<file path="src/shared/mwb_pkg.sv">
/*
  Constants for the memory window base register and subsystem identity
  registers of the configuration header.
  Assumes a configuration port with dword offsets and byte enables.
*/
// How it works
// - Host sets a 27-bit memory window base in register bits 31..5.
// - When decode enabled, address bits 31..5 matching base claim memory commands.
// - Base is host read/write, cleared by hardware reset only.
// - Bits 2..1 memory type read zero, writes ignored.
// - Bit 0 space indicator reads zero, writes ignored.
// - Bit 4 size bit reads zero so all-ones readback shows 32 bytes.
// - Read-only 16-bit subsystem vendor identifier at configuration offset 2Ch.
// - Subsystem vendor identifier mirrors bus configuration register 23 bits 15..0.
// - Subsystem identity defaults to zero, meaning identification unsupported.
// - 16-bit subsystem identifier at offset 2Eh identifies the card.
`default_nettype none
package mwb_pkg;
  localparam logic [7:0] MWB_OFF_BAR = 8'h14;
  localparam logic [7:0] MWB_OFF_SSID = 8'h2C;
  localparam logic [7:0] MWB_OFF_SSVID = 8'h2C;
  localparam logic [7:0] MWB_OFF_SID = 8'h2E;
  localparam int MWB_BASE_LSB = 5;
  localparam int MWB_BASE_W = 27;
  localparam logic [4:0] MWB_LOW_BITS = 5'h00;
  localparam logic [15:0] MWB_ID_RESET = 16'h0000;
  localparam logic [26:0] MWB_BASE_RESET = 27'h0000000;
  localparam logic [3:0] MWB_CMD_MEM_READ = 4'h6;
  localparam logic [3:0] MWB_CMD_MEM_WRITE = 4'h7;
  localparam logic [3:0] MWB_CMD_MEM_RDMULT = 4'hC;
  localparam logic [3:0] MWB_CMD_MEM_RDLINE = 4'hE;
  localparam logic [3:0] MWB_CMD_MEM_WRINV = 4'hF;
endpackage : mwb_pkg
`default_nettype wire

</file>
<file path="src/rtl/mwb_decode.sv">
/*
  Address phase comparator for the memory window.
  Assumes address phase inputs already synchronised to mclk_i.
*/
`timescale 1ns/1ps
`default_nettype none
module mwb_decode
  import mwb_pkg::*;
(
  // Compare inputs
  input wire logic [31:0] addr_i,
  input wire logic [3:0] cmd_i,
  input wire logic [MWB_BASE_W-1:0] base_i,
  input wire logic enable_i,
  // Result
  output logic hit_o
);
  // Memory command decode; only these five codes may claim
  function automatic logic is_mem_cmd(input logic [3:0] c);
    is_mem_cmd = (c == MWB_CMD_MEM_READ) || (c == MWB_CMD_MEM_WRITE) ||
                 (c == MWB_CMD_MEM_RDMULT) || (c == MWB_CMD_MEM_RDLINE) ||
                 (c == MWB_CMD_MEM_WRINV);
  endfunction : is_mem_cmd

  // Upper 27 address bits against the base
  assign hit_o = enable_i && is_mem_cmd(cmd_i) &&
                 (addr_i[31:MWB_BASE_LSB] == base_i);
endmodule : mwb_decode
`default_nettype wire

</file>
<file path="src/rtl/mwb_regs.sv">
/*
  Memory window base register, subsystem vendor identifier and subsystem
  identifier of the configuration header, plus memory address decode.
  Assumes a configuration port (dword offset, byte enables, read/write
  strobes) on mclk_i, and PCI address phase signals arriving from pins.
*/
`timescale 1ns/1ps
`default_nettype none
module mwb_regs
  import mwb_pkg::*;
(
  // Clock, reset, enable
  input wire logic mclk_i,
  input wire logic reset_i,
  input wire logic ce_i,
  // Configuration access port
  input wire logic cfg_wr_i,
  input wire logic cfg_rd_i,
  input wire logic [7:0] cfg_off_i,
  input wire logic [3:0] cfg_be_i,
  input wire logic [31:0] cfg_wdata_i,
  output logic [31:0] cfg_rdata_o,
  output logic cfg_ack_o,
  // Command register memory decode enable
  input wire logic memory_decode_enable_i,
  // Bus configuration register 23 and 24 aliases
  input wire logic [15:0] bus_config_reg_23_i,
  input wire logic [15:0] bus_config_reg_24_i,
  // PCI address phase from pins
  input wire logic frame_start_i,
  input wire logic [31:0] ad_i,
  input wire logic [3:0] cbe_i,
  output logic devsel_o
);
  typedef struct packed {
    logic [1:0] frm_s;
    logic [31:0] ad_s1;
    logic [31:0] ad_s2;
    logic [3:0] cbe_s1;
    logic [3:0] cbe_s2;
    logic frame_q;
    logic [MWB_BASE_W-1:0] mem_window_base;
    logic [15:0] ssvid;
    logic [15:0] ssid;
    logic [31:0] rdata;
    logic ack;
    logic devsel;
  } mwb_state_s;

  mwb_state_s st;
  mwb_state_s next_st;
  logic hit;
  logic [31:0] bar_word;

  // Readback of base register; low five bits fixed at zero
  assign bar_word = {st.mem_window_base, MWB_LOW_BITS};

  mwb_decode u_decode (
    .addr_i(st.ad_s2),
    .cmd_i(st.cbe_s2),
    .base_i(st.mem_window_base),
    .enable_i(memory_decode_enable_i),
    .hit_o(hit)
  );

  // Byte-lane merge into the 27-bit base field
  function automatic logic [MWB_BASE_W-1:0] write_byte(
    input logic [MWB_BASE_W-1:0] cur, input logic [31:0] wd, input integer ln);
    logic [31:0] w;
    w = {cur, MWB_LOW_BITS};
    w[ln*8 +: 8] = wd[ln*8 +: 8];
    write_byte = w[31:MWB_BASE_LSB];
  endfunction : write_byte

  // Next state: pin sync, register access, decode
  always_comb
  begin
    next_st = st;
    next_st.frm_s = {st.frm_s[0], frame_start_i};
    next_st.ad_s1 = ad_i;
    next_st.ad_s2 = st.ad_s1;
    next_st.cbe_s1 = cbe_i;
    next_st.cbe_s2 = st.cbe_s1;
    // Qualified hit from the second sync stage, where frame, address and
    // command of one phase line up; one stage later the address lines
    // already show the released value
    next_st.frame_q = st.frm_s[1] && hit;
    // Identity aliases track the EEPROM-loaded registers
    next_st.ssvid = bus_config_reg_23_i[15:0];
    next_st.ssid = bus_config_reg_24_i;
    next_st.ack = cfg_wr_i || cfg_rd_i;
    next_st.rdata = 32'h00000000;
    if (cfg_rd_i)
    begin
      if (cfg_off_i == MWB_OFF_BAR)
        next_st.rdata = bar_word;
      else if (cfg_off_i == MWB_OFF_SSVID)
        next_st.rdata = {st.ssid, st.ssvid};
    end
    // Only the base bytes are writable; identity writes are dropped
    if (cfg_wr_i && cfg_off_i == MWB_OFF_BAR)
    begin
      for (int ln = 0; ln < 4; ln++)
        if (cfg_be_i[ln])
          next_st.mem_window_base =
            write_byte(next_st.mem_window_base, cfg_wdata_i, ln);
    end
    // Claim one cycle after the qualified hit
    next_st.devsel = st.frame_q;
  end

  // Hardware reset clears base; identities default to zero
  always_ff @(posedge mclk_i)
  begin
    if (reset_i)
    begin
      st <= '0;
      st.mem_window_base <= MWB_BASE_RESET;
      st.ssvid <= MWB_ID_RESET;
      st.ssid <= MWB_ID_RESET;
    end
    else if (ce_i)
      st <= next_st;
  end

  assign cfg_rdata_o = st.rdata;
  assign cfg_ack_o = st.ack;
  assign devsel_o = st.devsel;

  // Low bits of the readback never carry written ones
  property p_low_zero;
    @(posedge mclk_i) disable iff (reset_i)
      (ce_i && cfg_rd_i && cfg_off_i == MWB_OFF_BAR) |=>
        cfg_rdata_o[4:0] == MWB_LOW_BITS;
  endproperty
  a_low_zero: assert property (p_low_zero)
    else $error("base low bits not zero");

  // Full byte-enable base write is held in the register on the next cycle
  property p_base_wr;
    @(posedge mclk_i) disable iff (reset_i)
      (ce_i && cfg_wr_i && cfg_off_i == MWB_OFF_BAR && cfg_be_i == 4'hF)
        |=> st.mem_window_base == $past(cfg_wdata_i[31:MWB_BASE_LSB]);
  endproperty
  a_base_wr: assert property (p_base_wr)
    else $error("base write lost");

  // No qualified hit forms while decode is off; the claim follows it
  property p_no_claim_disabled;
    @(posedge mclk_i) disable iff (reset_i)
      (ce_i && !memory_decode_enable_i) |=> !st.frame_q;
  endproperty
  a_no_claim_disabled: assert property (p_no_claim_disabled)
    else $error("claim while decode disabled");

  // Identity writes leave values alone
  property p_id_ro;
    @(posedge mclk_i) disable iff (reset_i)
      (ce_i && cfg_wr_i && cfg_off_i == MWB_OFF_SSVID &&
       $stable(bus_config_reg_23_i)) |=> $stable(st.ssvid);
  endproperty
  a_id_ro: assert property (p_id_ro)
    else $error("identity changed by write");

  // Every access with enable high acknowledged next cycle
  property p_ack;
    @(posedge mclk_i) disable iff (reset_i)
      (ce_i && (cfg_wr_i || cfg_rd_i)) |=> cfg_ack_o;
  endproperty
  a_ack: assert property (p_ack)
    else $error("access not acknowledged");

  // Vendor identifier takes its alias at each enabled edge
  property p_mirror;
    @(posedge mclk_i) disable iff (reset_i)
      ce_i |=>
        st.ssvid == $past(bus_config_reg_23_i);
  endproperty
  a_mirror: assert property (p_mirror)
    else $error("vendor id alias mismatch");

  // Vendor and subsystem identifiers sit at 2Ch / 2Eh halves
  property p_id_read;
    @(posedge mclk_i) disable iff (reset_i)
      (ce_i && cfg_rd_i && cfg_off_i == MWB_OFF_SSVID) |=>
        cfg_rdata_o == {$past(st.ssid), $past(st.ssvid)};
  endproperty
  a_id_read: assert property (p_id_read)
    else $error("identity read wrong");

  // Base cleared right after reset
  property p_reset_clear;
    @(posedge mclk_i) $fell(reset_i) |-> st.mem_window_base == MWB_BASE_RESET;
  endproperty
  a_reset_clear: assert property (p_reset_clear)
    else $error("base not cleared by reset");

  // Low enable freezes every stored bit, base included
  property p_freeze;
    @(posedge mclk_i) disable iff (reset_i)
      !ce_i |=>
        $stable(st);
  endproperty
  a_freeze: assert property (p_freeze)
    else $error("state moved while enable low");

  // No acknowledge without an access behind it
  property p_no_spurious_ack;
    @(posedge mclk_i) disable iff (reset_i)
      (ce_i && !cfg_wr_i && !cfg_rd_i) |=>
        !cfg_ack_o;
  endproperty
  a_no_spurious_ack: assert property (p_no_spurious_ack)
    else $error("acknowledge without access");

  // A write completes with an empty data word
  property p_wr_rdata_zero;
    @(posedge mclk_i) disable iff (reset_i)
      (ce_i && cfg_wr_i && !cfg_rd_i) |=>
        cfg_rdata_o == 32'h00000000;
  endproperty
  a_wr_rdata_zero: assert property (p_wr_rdata_zero)
    else $error("write returned data");
endmodule : mwb_regs
`default_nettype wire

</file>
<file path="config.mk">
export PLATFORM = sky130hd
export DESIGN_NAME = mwb_regs
export DESIGN_NICKNAME = d
export VERILOG_FILES = /design/src/shared/mwb_pkg.sv /design/src/rtl/mwb_decode.sv /design/src/rtl/mwb_regs.sv
export SDC_FILE = /design/constraint.sdc
export NUM_CORES = 1
export LEC_CHECK = 0
export BUFFER_PORTS_ARGS = -buffer_cell sky130_fd_sc_hd__buf_4
export CORE_MARGIN = 8
export CORE_UTILIZATION = 36
export DETAILED_ROUTE_END_ITERATION = 8
export HOLD_SLACK_MARGIN = 0.15
export MAX_ROUTING_LAYER = met4
export PLACE_DENSITY = 0.69
export SKIP_CTS_REPAIR_TIMING = 1
export SKIP_LAST_GASP = 1
export SYNTH_ARGS = -nofsm -noshare
export SYNTH_HDL_FRONTEND = slang
export SYNTH_SLANG_ARGS = --single-unit
</file>
<file path="constraint.sdc">
create_clock -name mclk_i -period 1.67 [get_ports mclk_i]
set_clock_uncertainty 0.2 [all_clocks]
set_input_delay 0.0835 -clock mclk_i [delete_from_list [all_inputs] [get_ports mclk_i]]
set_output_delay 0.0835 -clock mclk_i [all_outputs]
set_load 0.03 [all_outputs]
</file>
==> results of run 1 <==
-- metrics by stage --
| stage | setup TNS (ns) | hold WS (ns) |
|---|---|---|
| 5_1_grt | -0.0137 | -0.162 |
| 3_5_place_dp | -0.875 | 0.124 |
| 4_1_cts | 0 | -0.329 |
| 6_report | 0 | -0.145 |
| 2_1_floorplan | 0 | 0.0307 |
| 3_3_place_gp | -0.353 | 0.115 |
-- placed cells by master (no fill, tap or decap), types with 2 or more instances in the layout --
cell	n
a21oi_1	60
a22o_1	27
buf_12	8
buf_4	156
clkbuf_16	17
clkinv_2	3
clkinv_4	3
clkinvlp_4	5
dfxtp_1	156
dfxtp_2	2
diode_2	4
dlygate4sd3_1	179
mux2i_1	97
nand2_1	29
nand2_2	2
nand3_1	28
nand4_1	5
nor2_1	132
nor2b_1	33
nor4_1	2
xnor2_1	16
xnor2_2	2
xor2_1	9
-- registers in the layout (all words and copies together) (netlist names) --
register and cells:
bar_word 27, next_st 33, cfg_ack_o 1, devsel_o 1
st 64, cfg_rdata_o 32
-- per-layer routing --
metal | vias to the layer above | track usage
li1 | 2886 | -
met1 | 2711 | 0.183
met2 | 149 | 0.230
met3 | 41 | 0.0617
met4 | 0 | 0.0515
met5 | - | -
-- worst paths after layout --
check / from / to / slack (ns) / cells past startpoint
max: reset_i / cfg_rdata_o[23] / 0.05 / 4
min: reset_i / next_st[132] / -0.14 / 2
max reg2reg: bar_word[21] / next_st[0] / 0.08 / 5
min reg2reg: next_st[0] / next_st[0] / 0.28 / 2
-- logic make-up after synthesis --
group,count (synthesis)
xor+xnor,27
compound gates,89
mux,97
simple gates,240
flops,158
buf+inv,80
-- report_power, final --
group          switching (uW)  total [uW]  internal (uW)
logic                     397        1050            650
clock network            1570        3660           2090
registers                70.7        3960           3890
-- cell type report --
| class | count | area [um^2] |
|---|---|---|
| fillers | 1537 | 7760 |
| flip-flops and latches | 158 | 3170 |
| repair buffers | 344 | 3130 |
| multi-input cells | 453 | 2870 |
| clock buffers | 19 | 443 |
| well taps | 229 | 287 |
| clock inverters | 13 | 118 |
| diodes | 4 | 10.0 |
==> results.md, run 1 <==
* Setup ws final at approximately 0.053 ns
* Mean post-synth cell area at slightly above 9 um^2
* DR top layer: met4
* Grt total ovfl at 0
* GRT Overall Usage at 0.153
* Worst hold margin at -0.145 ns
* Number of routed nets with antenna violations at 0
* Routed WL per cell at roughly 16 um
* Synth Area in Simple Gates at 0.168
* Worst setup EP type: flop
* Number of global-route vias before repair at 4768
* DRC viols at 0
* Pins over their slew limit at 0
* Post-Synthesis Cells at just under 700
* IO Count at between 150 and 200
* Mux cell area share after synthesis at 0.150
* Width of the die at ~150 um
* Total CTS buffers at 17
* Dpl ws at -0.0979 ns
* Die Area at ~0.023 mm^2
* Largest area contributor in the netlist: dfxtp_1
* Syn nets at just over 800
* Layout net count at approximately 1100
* WS Path Type: in2reg
* Hold Vio Cnt, Final at 6
* Worst-path clk slew at approximately 0.06 ns
* Initial antenna violation count at 4
* Met3 wire len at 1050 um
* Clk buf depth at 2
* Core area at about 0.018 mm^2
* Global placer's final weighted congestion at between 0.8 and 0.9
* WL final at a little under 20000 um
* YS warnings at 0
* H-tree Lvls at 4
* Family with the most delay on the worst path: buffers and inverters
* Largest cells by area after synthesis: dfxtp_1, mux2i_1, nor2_1
* Setup-failing EPs final at 0
* Top FF cell, synth: dfxtp_1
* Share of flip-flops with an asynchronous set or reset at 0
* Synthesized flop and latch total at between 150 and 200
* Setup crit start kind: primary input
* Post-synthesis compound-gate area fraction at 0.0855
* First-pass GRT wire length at ~25000 um
* Pwr dens at approximately 860 mW/mm^2
* Largest family of logic cells by synthesized area: simple AND/OR/NAND/NOR gates
* Fmax at between 600 and 700 MHz
* CTS tree: built
* Largest net degree at the start of global routing at 54
* Crit path cell chain: buf_4 -> buf_12 -> dlygate4sd3_1 -> nor2_1
* Non-filler cells in the finished layout at around 1200
* Routed wl met2 at roughly 9400 um
* Post-synth top cells: dfxtp_1, nor2_1, mux2i_1, a21oi_1, buf_4
* Initial Utilization at 0.364
* Layout cell share with drive strength beyond 1 at 0.207
* Design Power at slightly below 9000 uW
* # Max-Cap Violations at 0
* Clock Latency Late Sink at around 0.43 ns
* Critical-path maximum fanout at 27
* Placed inst area at ~0.0076 mm^2
* Pleak at ~0.0045 uW
* Drt first pass iters at 4
* Unique masters post-synth at 28
* Fin crit share at 0.968
* Number of flops mapped to enable cells by yosys at 0
* Area share of the largest cell type after synthesis at 0.489
* Clk sinks at approximately 160
* Slew margin rel. at 0.583
* Mapped cell area at ~0.0065 mm^2
* Post-synthesis adder-cell area fraction at 0
* Final min period at 1.62 ns
* Least-Margin Pin Slew at 0.624 ns
* Status: complete, but fails checks
* # placed instances at about 1000
* Met1 Wirelength at ~8800 um
* Failing checks: hold timing
* CP Data Required Time at around 1.8 ns
* CP max stage cell: dlygate4sd3_1
* # rows at just under 50
* Crit-path max cell delay at between 0.9 and 1 ns
* HP Class: in2reg
* Register area share after synthesis at 0.489
* DRT iter0 DRCs at 226
* Synth-to-layout area growth at 55.0%
* Mean number of vias per cell at 4.74
* CP bufs+invs at 3
* Port bufs at about 140
* Count leader, synth: dfxtp_1
* Clock root buffer: clkbuf_16
* Die Ht at between 150 and 200 um
* Post-Synth XOR/XNOR Area at 0.0366
* Post-layout util at 0.564
* Fin area at 0.0100 mm^2
* Post-DP HPWL at around 12000 um
* Critical Path AT at around 1.7 ns
* Worst-case vdd ir drop at about 0.00074 V
* Vias post-DR at 5787
Power figures use the tool's default switching activity.
==> run 2, diff against run 1 <==
- GPL_TIMING_DRIVEN: default -> 0
==> run 2 against run 1 <==
  * The run now ends clean
  * Setup slack got worse by 0.0038 ns
  * Largest power group unchanged
  * Largest cell class unchanged
  * Wire length about the same
  * Count of clock-buffer cells in the layout increased by 4
  * Die area unchanged
  * Global-route usage increased by 1.8 points
  * First-iteration DRC count increased by 20%
  * Final cell count decreased by 1.6%
==> results.md, run 2 (synthesis gave the netlist of run 1 again) <==
* Pleak at 0.00423 uW (was 0.00447 uW)
* Slew margin rel. at 0.551 (was 0.583)
* First-pass GRT wire length at 28300 um (was 25400 um)
* Synth-to-layout area growth at 47.0% (was 55.0%)
* Fmax at 617 MHz (was 618 MHz)
* # rows at 49 (unchanged)
* Critical-path maximum fanout at 3 (was 27)
* Vias post-DR at 5663 (was 5787)
* Global placer's final weighted congestion at 0.872 (was 0.822)
* Clk buf depth at 2 (unchanged)
* # placed instances at 1057 (was 1004)
* Largest net degree at the start of global routing at 17 (was 54)
* Worst hold margin at 0.0121 ns (was -0.145 ns)
* Non-filler cells in the finished layout at 1200 (was 1220)
* GRT Overall Usage at 0.171 (was 0.153)
* Routed WL per cell at 16.5 um (was 16.2 um)
* CTS tree: built (unchanged)
* WS Path Type: reg2reg (was in2reg)
* IO Count at 153 (unchanged)
* Worst setup startpoint: bar_word[12] (was reset_i)
* WL final at 19800 um (about the same)
* P_int at 6810 uW (was 6630 uW)
* Status: finished, final reports clean (was complete, but fails checks)
* Initial Utilization at 0.364 (unchanged)
* Clock root buffer: clkbuf_16 (unchanged)
* Least-Margin Pin Slew at 0.674 ns (was 0.624 ns)
* Layout net count at 1077 (was 1093)
* RSZ-0062 raised after global routing: no
* Net Switching at 1930 uW (was 2040 uW)
* Layout cell share with drive strength beyond 1 at 0.230 (was 0.207)
* Pwr dens at 919 mW/mm^2 (was 865 mW/mm^2)
* Dpl ws at -0.426 ns (was -0.0979 ns)
* Die Area at 0.0225 mm^2 (unchanged)
* Mean number of vias per cell at 4.72 (was 4.74)
* Setup ws final at 0.0491 ns (was 0.0529 ns)
* Critical Path AT at 1.78 ns (was 1.70 ns)
* Fin crit share at 0.971 (was 0.968)
* Worst r2r src: bar_word[12] (was bar_word[21])
* Placed inst area at 0.00778 mm^2 (was 0.00762 mm^2)
* Switching fraction of total power at 0.221 (was 0.235)
* Worst-path clk slew at 0.06 ns (about the same)
* Sequential share of power at 0.454 (was 0.457)
* Clock Latency Late Sink at 0.42 ns (was 0.43 ns)
* Hold Vio Cnt, Final at 0 (was 6)
* Core area at 0.0178 mm^2 (unchanged)
* Drt first pass iters at 4 (unchanged)
* Origin of the worst min-delay path: ce_i (was reset_i)
* Largest Register: st (unchanged)
* HP Class: in2reg (unchanged)
* Worst setup EP type: flop (unchanged)
* DRT iter0 DRCs at 272 (was 226)
* Number of routed nets with antenna violations at 0 (unchanged)
* Initial antenna violation count at 2 (was 4)
* CP Data Required Time at 1.82 ns (was 1.76 ns)
* Max reg flops at 64 (unchanged)
* DRC viols at 0 (unchanged)
* Most frequent cells in the layout: buf_4, dfxtp_1, nor2_1, dlygate4sd3_1, mux2i_1 (was dlygate4sd3_1, dfxtp_1, buf_4, nor2_1, mux2i_1)
* H-tree Lvls at 4 (unchanged)
* Number of global-route vias before repair at 5177 (was 4768)
* Comb pwr share at 0.103 (was 0.121)
* Fin area at 0.00950 mm^2 (was 0.0100 mm^2)
* Setup-failing EPs final at 0 (unchanged)
* Clk sinks at 158 (unchanged)
* Width of the die at 150 um (unchanged)
* Port bufs at 137 (was 142)
* Final min period at 1.62 ns (about the same)
* Post-DP HPWL at 14200 um (was 12500 um)
* # Max-Cap Violations at 0 (unchanged)
* Worst-case vdd ir drop at 0.000837 V (was 0.000735 V)
* Pins over their slew limit at 0 (unchanged)
* Setup crit start kind: flop (was primary input)
* Grt total ovfl at 0 (unchanged)
* Die Ht at 150 um (unchanged)
* Total CTS buffers at 17 (unchanged)
* Most common cell after layout, fill and taps aside: buf_4 (was dlygate4sd3_1)
* Clock share of power at 0.443 (was 0.422)
## run 2: cell types whose count changed in the layout (fill, tap and decap cells not counted), moves of 2 or more
cell | previous run | this run
clkinv_4 | 3 | 0
buf_4 | 156 | 172
bufinv_16 | 1 | 3
buf_12 | 8 | 0
dlygate4sd3_1 | 179 | 111
buf_1 | 0 | 2
clkinvlp_4 | 5 | 1
clkbuf_1 | 1 | 30
diode_2 | 4 | 2
buf_2 | 0 | 15
## run 2: path summary, 6_finish.rpt
check,end,slack (ns),cells after the start
worst max-delay path,next_st[0],0.05,5
worst min-delay path,next_st[0],0.01,5
worst max register to register,next_st[0],0.05,5
worst min register to register,cfg_rdata_o[4],0.28,2
## run 2: stage by stage
step	total power (uW)	utilization	TNS [ns]
detailed placement	4720	0.438	-43.12
global placement	4710	0.438	-41.57
CTS	8540	0.470	0
floorplan	4380	-	0
finish	8730	0.534	0
global route	9010	0.534	0
## run 2: metal layers
layer  share of wire  wire (um)  track usage
met1            0.44       8760        0.212
met2            0.47       9330        0.263
met3           0.054       1070       0.0372
met4           0.031        622       0.0780
met5               0          0            -
## run 2: cell type report
cell class	instances	area, um^2
antenna	2	5.00
buffer	80	459
clock buffer	23	468
clock inverter	7	113
fill	1567	8280
multi-input combinational	453	2860
sequential	158	3170
tap	229	287
timing repair buffer	248	2140
## run 2: critical path: stages, from the launching register on
cell	delay, ns
dfxtp_1	0.43
xnor2_1	0.14
nand4_1	0.17
nor4_2	0.31
nand4_1	0.13
a21oi_1	0.17
## run 2: power by group through the flow
stage | combinational, uW | clock, uW | sequential [uW]
2_1_floorplan | 359 | 0 | 4020
3_3_place_gp | 664 | 0 | 4040
3_5_place_dp | 673 | 0 | 4040
4_1_cts | 676 | 3900 | 3960
5_1_grt | 973 | 4060 | 3980
6_report | 899 | 3870 | 3960
==> run 3, diff against run 2 <==
- CORE_MARGIN: 8 -> 3
==> run 3 against run 2 <==
  * The flow now finishes with violations (hold timing)
  * Wire length is 5.1% lower
  * Combinational power is 2% lower
  * Critical path depth stayed put
  * Die area is 13% lower
  * Sequential power hardly changed
==> results.md, run 3 (synthesis gave the netlist of run 1 again) <==
* Fin crit share at 0.948 (was 0.971)
* Worst r2r src: bar_word[31] (was bar_word[12])
* Vias post-DR at 5681 (was 5663)
* Worst-path clk slew at 0.06 ns (about the same)
* Clock root buffer: clkbuf_16 (unchanged)
* CTS tree: built (unchanged)
* DRC viols at 0 (unchanged)
* WS Path Type: in2reg (was reg2reg)
* Register area at 0.00316 mm^2 (was 0.00317 mm^2)
* Width of the die at 140 um (was 150 um)
* Total CTS buffers at 17 (unchanged)
* Worst-case vdd ir drop at 0.000717 V (was 0.000837 V)
* Crit path capture: cfg_ack_o (was next_st[0])
* # rows at 48 (was 49)
* Failing checks: hold timing
* Hold Vio Cnt, Final at 1 (was 0)
* Multi-input logic area at 0.00284 mm^2 (was 0.00286 mm^2)
* Largest Register: st (unchanged)
* Setup crit start kind: primary input (was flop)
* Pwr dens at 922 mW/mm^2 (was 919 mW/mm^2)
* Mean number of vias per cell at 4.75 (was 4.72)
* Port bufs at 137 (unchanged)
* Number of routed nets with antenna violations at 0 (unchanged)
* R2R Setup Slk at 0.12 ns (was 0.05 ns)
* Die Area at 0.0196 mm^2 (was 0.0225 mm^2)
* Antenna cells at 0 (was 2)
* IO Count at 153 (unchanged)
* Number of global-route vias before repair at 5170 (was 5177)
* Worst R2R End: next_st[0] (unchanged)
* WL final at 18800 um (was 19800 um)
* Layout net count at 1078 (was 1077)
* Critical-path maximum fanout at 2 (was 3)
* First-pass GRT wire length at 27300 um (was 28300 um)
* CP Data Required Time at 1.77 ns (was 1.82 ns)
* Clock Latency Late Sink at 0.43 ns (was 0.42 ns)
* Fmax at 632 MHz (was 617 MHz)
* Status: complete, but fails checks (was finished, final reports clean)
* Placed inst area at 0.00777 mm^2 (was 0.00778 mm^2)
* Most frequent cells in the layout: buf_4, dfxtp_1, nor2_1, dlygate4sd3_1, mux2i_1 (unchanged)
* Critical Path AT at 1.68 ns (was 1.78 ns)
* DRT iter0 DRCs at 331 (was 272)
* Final min period at 1.58 ns (was 1.62 ns)
* Core area at 0.0174 mm^2 (was 0.0178 mm^2)
* Slew margin rel. at 0.585 (was 0.551)
* Max reg flops at 64 (unchanged)
* Worst setup EP type: flop (unchanged)
* RSZ-0062 raised after global routing: no (unchanged)
* Worst hold margin at -0.0530 ns (was 0.0121 ns)
* Design Power at 8750 uW (was 8730 uW)
* Global placer's final weighted congestion at 0.858 (was 0.872)
* Routed WL per cell at 15.7 um (was 16.5 um)
* Setup-failing EPs final at 0 (unchanged)
* Post-DP HPWL at 13300 um (was 14200 um)
* Pleak at 0.00423 uW (about the same)
* Largest net degree at the start of global routing at 17 (unchanged)
* Initial antenna violation count at 0 (was 2)
* H-tree Lvls at 4 (unchanged)
* Grt total ovfl at 0 (unchanged)
* Post-layout util at 0.545 (was 0.534)
* HP Class: in2reg (unchanged)
* Number of fill cells at 1580 (was 1567)
* Initial Utilization at 0.371 (was 0.364)
* # Max-Cap Violations at 0 (unchanged)
* Layout cell share with drive strength beyond 1 at 0.230 (about the same)
* Synth-to-layout area growth at 46.8% (was 47.0%)
* Least-Margin Pin Slew at 0.622 ns (was 0.674 ns)
* Pins over their slew limit at 0 (unchanged)
* Drt first pass iters at 7 (was 4)
* Clk sinks at 158 (unchanged)
* Most common cell after layout, fill and taps aside: buf_4 (unchanged)
* Clk buf depth at 2 (unchanged)
* Worst setup startpoint: cfg_rd_i (was bar_word[12])
* Fin area at 0.00949 mm^2 (was 0.00950 mm^2)
* Die Ht at 140 um (was 150 um)
* GRT Overall Usage at 0.184 (was 0.171)
* Reg2Reg Depth at 5 (unchanged)
-- run 3: cell types whose count changed in the layout (fill, tap and decap cells not counted), sizes merged --
cell	previous run	this run
clkbuf	50	48
dlygate4sd3	111	110
diode	2	0
clkinv	3	7
buf	190	192
-- run 3: report_power, final --
| group | switching [uW] | leakage, uW | internal [uW] |
|---|---|---|---|
| clock network | 1480 | 0.000297 | 2420 |
| registers | 73.4 | 0.00129 | 3890 |
| logic | 377 | 0.00265 | 508 |
-- run 3: per-layer routing --
layer | routed length, um | track usage | part of all wire
met2 | 8640 | 0.278 | 0.46
met1 | 8640 | 0.239 | 0.46
met4 | 464 | 0.0678 | 0.025
met5 | 0 | - | 0
met3 | 1030 | 0.0464 | 0.055
-- run 3: how the worst min path moves through the flow --
stage                     cells after the start      endpoint  startpoint
after floorplan                               2  next_st[107]     ad_i[5]
after global placement                        3  next_st[117]    ad_i[15]
after detailed placement                      3  next_st[115]    ad_i[13]
after CTS                                     3  next_st[115]    ad_i[13]
after global routing                          5    next_st[0]        ce_i
final                                         5    next_st[0]        ce_i
-- run 3: metrics by stage --
| stage | worst slack, ns | std cells | setup TNS [ns] |
|---|---|---|---|
| floorplan | 0.216 | 691 | 0 |
| global placement | -0.372 | 1053 | -25.68 |
| detailed placement | -0.389 | 1053 | -25.08 |
| CTS | 0.0234 | 1085 | 0 |
| global route | 0.0369 | 1197 | 0 |
| finish | 0.0874 | 1197 | 0 |
-- run 3: cell type report --
class	count	share of cell area
Buffer	80	0.0482
Clock buffer	21	0.0485
Clock inverter	11	0.0148
Multi-Input combinational cell	453	0.300
Sequential cell	158	0.333
Tap cell	225	0.0297
Timing Repair Buffer	249	0.226
-- run 3: critical path, stage by stage --
cell,delay (ns)
dlygate4sd3_1,0.54
buf_4,0.14
nor2_1,0.19
dlygate4sd3_1,0.64
a211oi_1,0.09
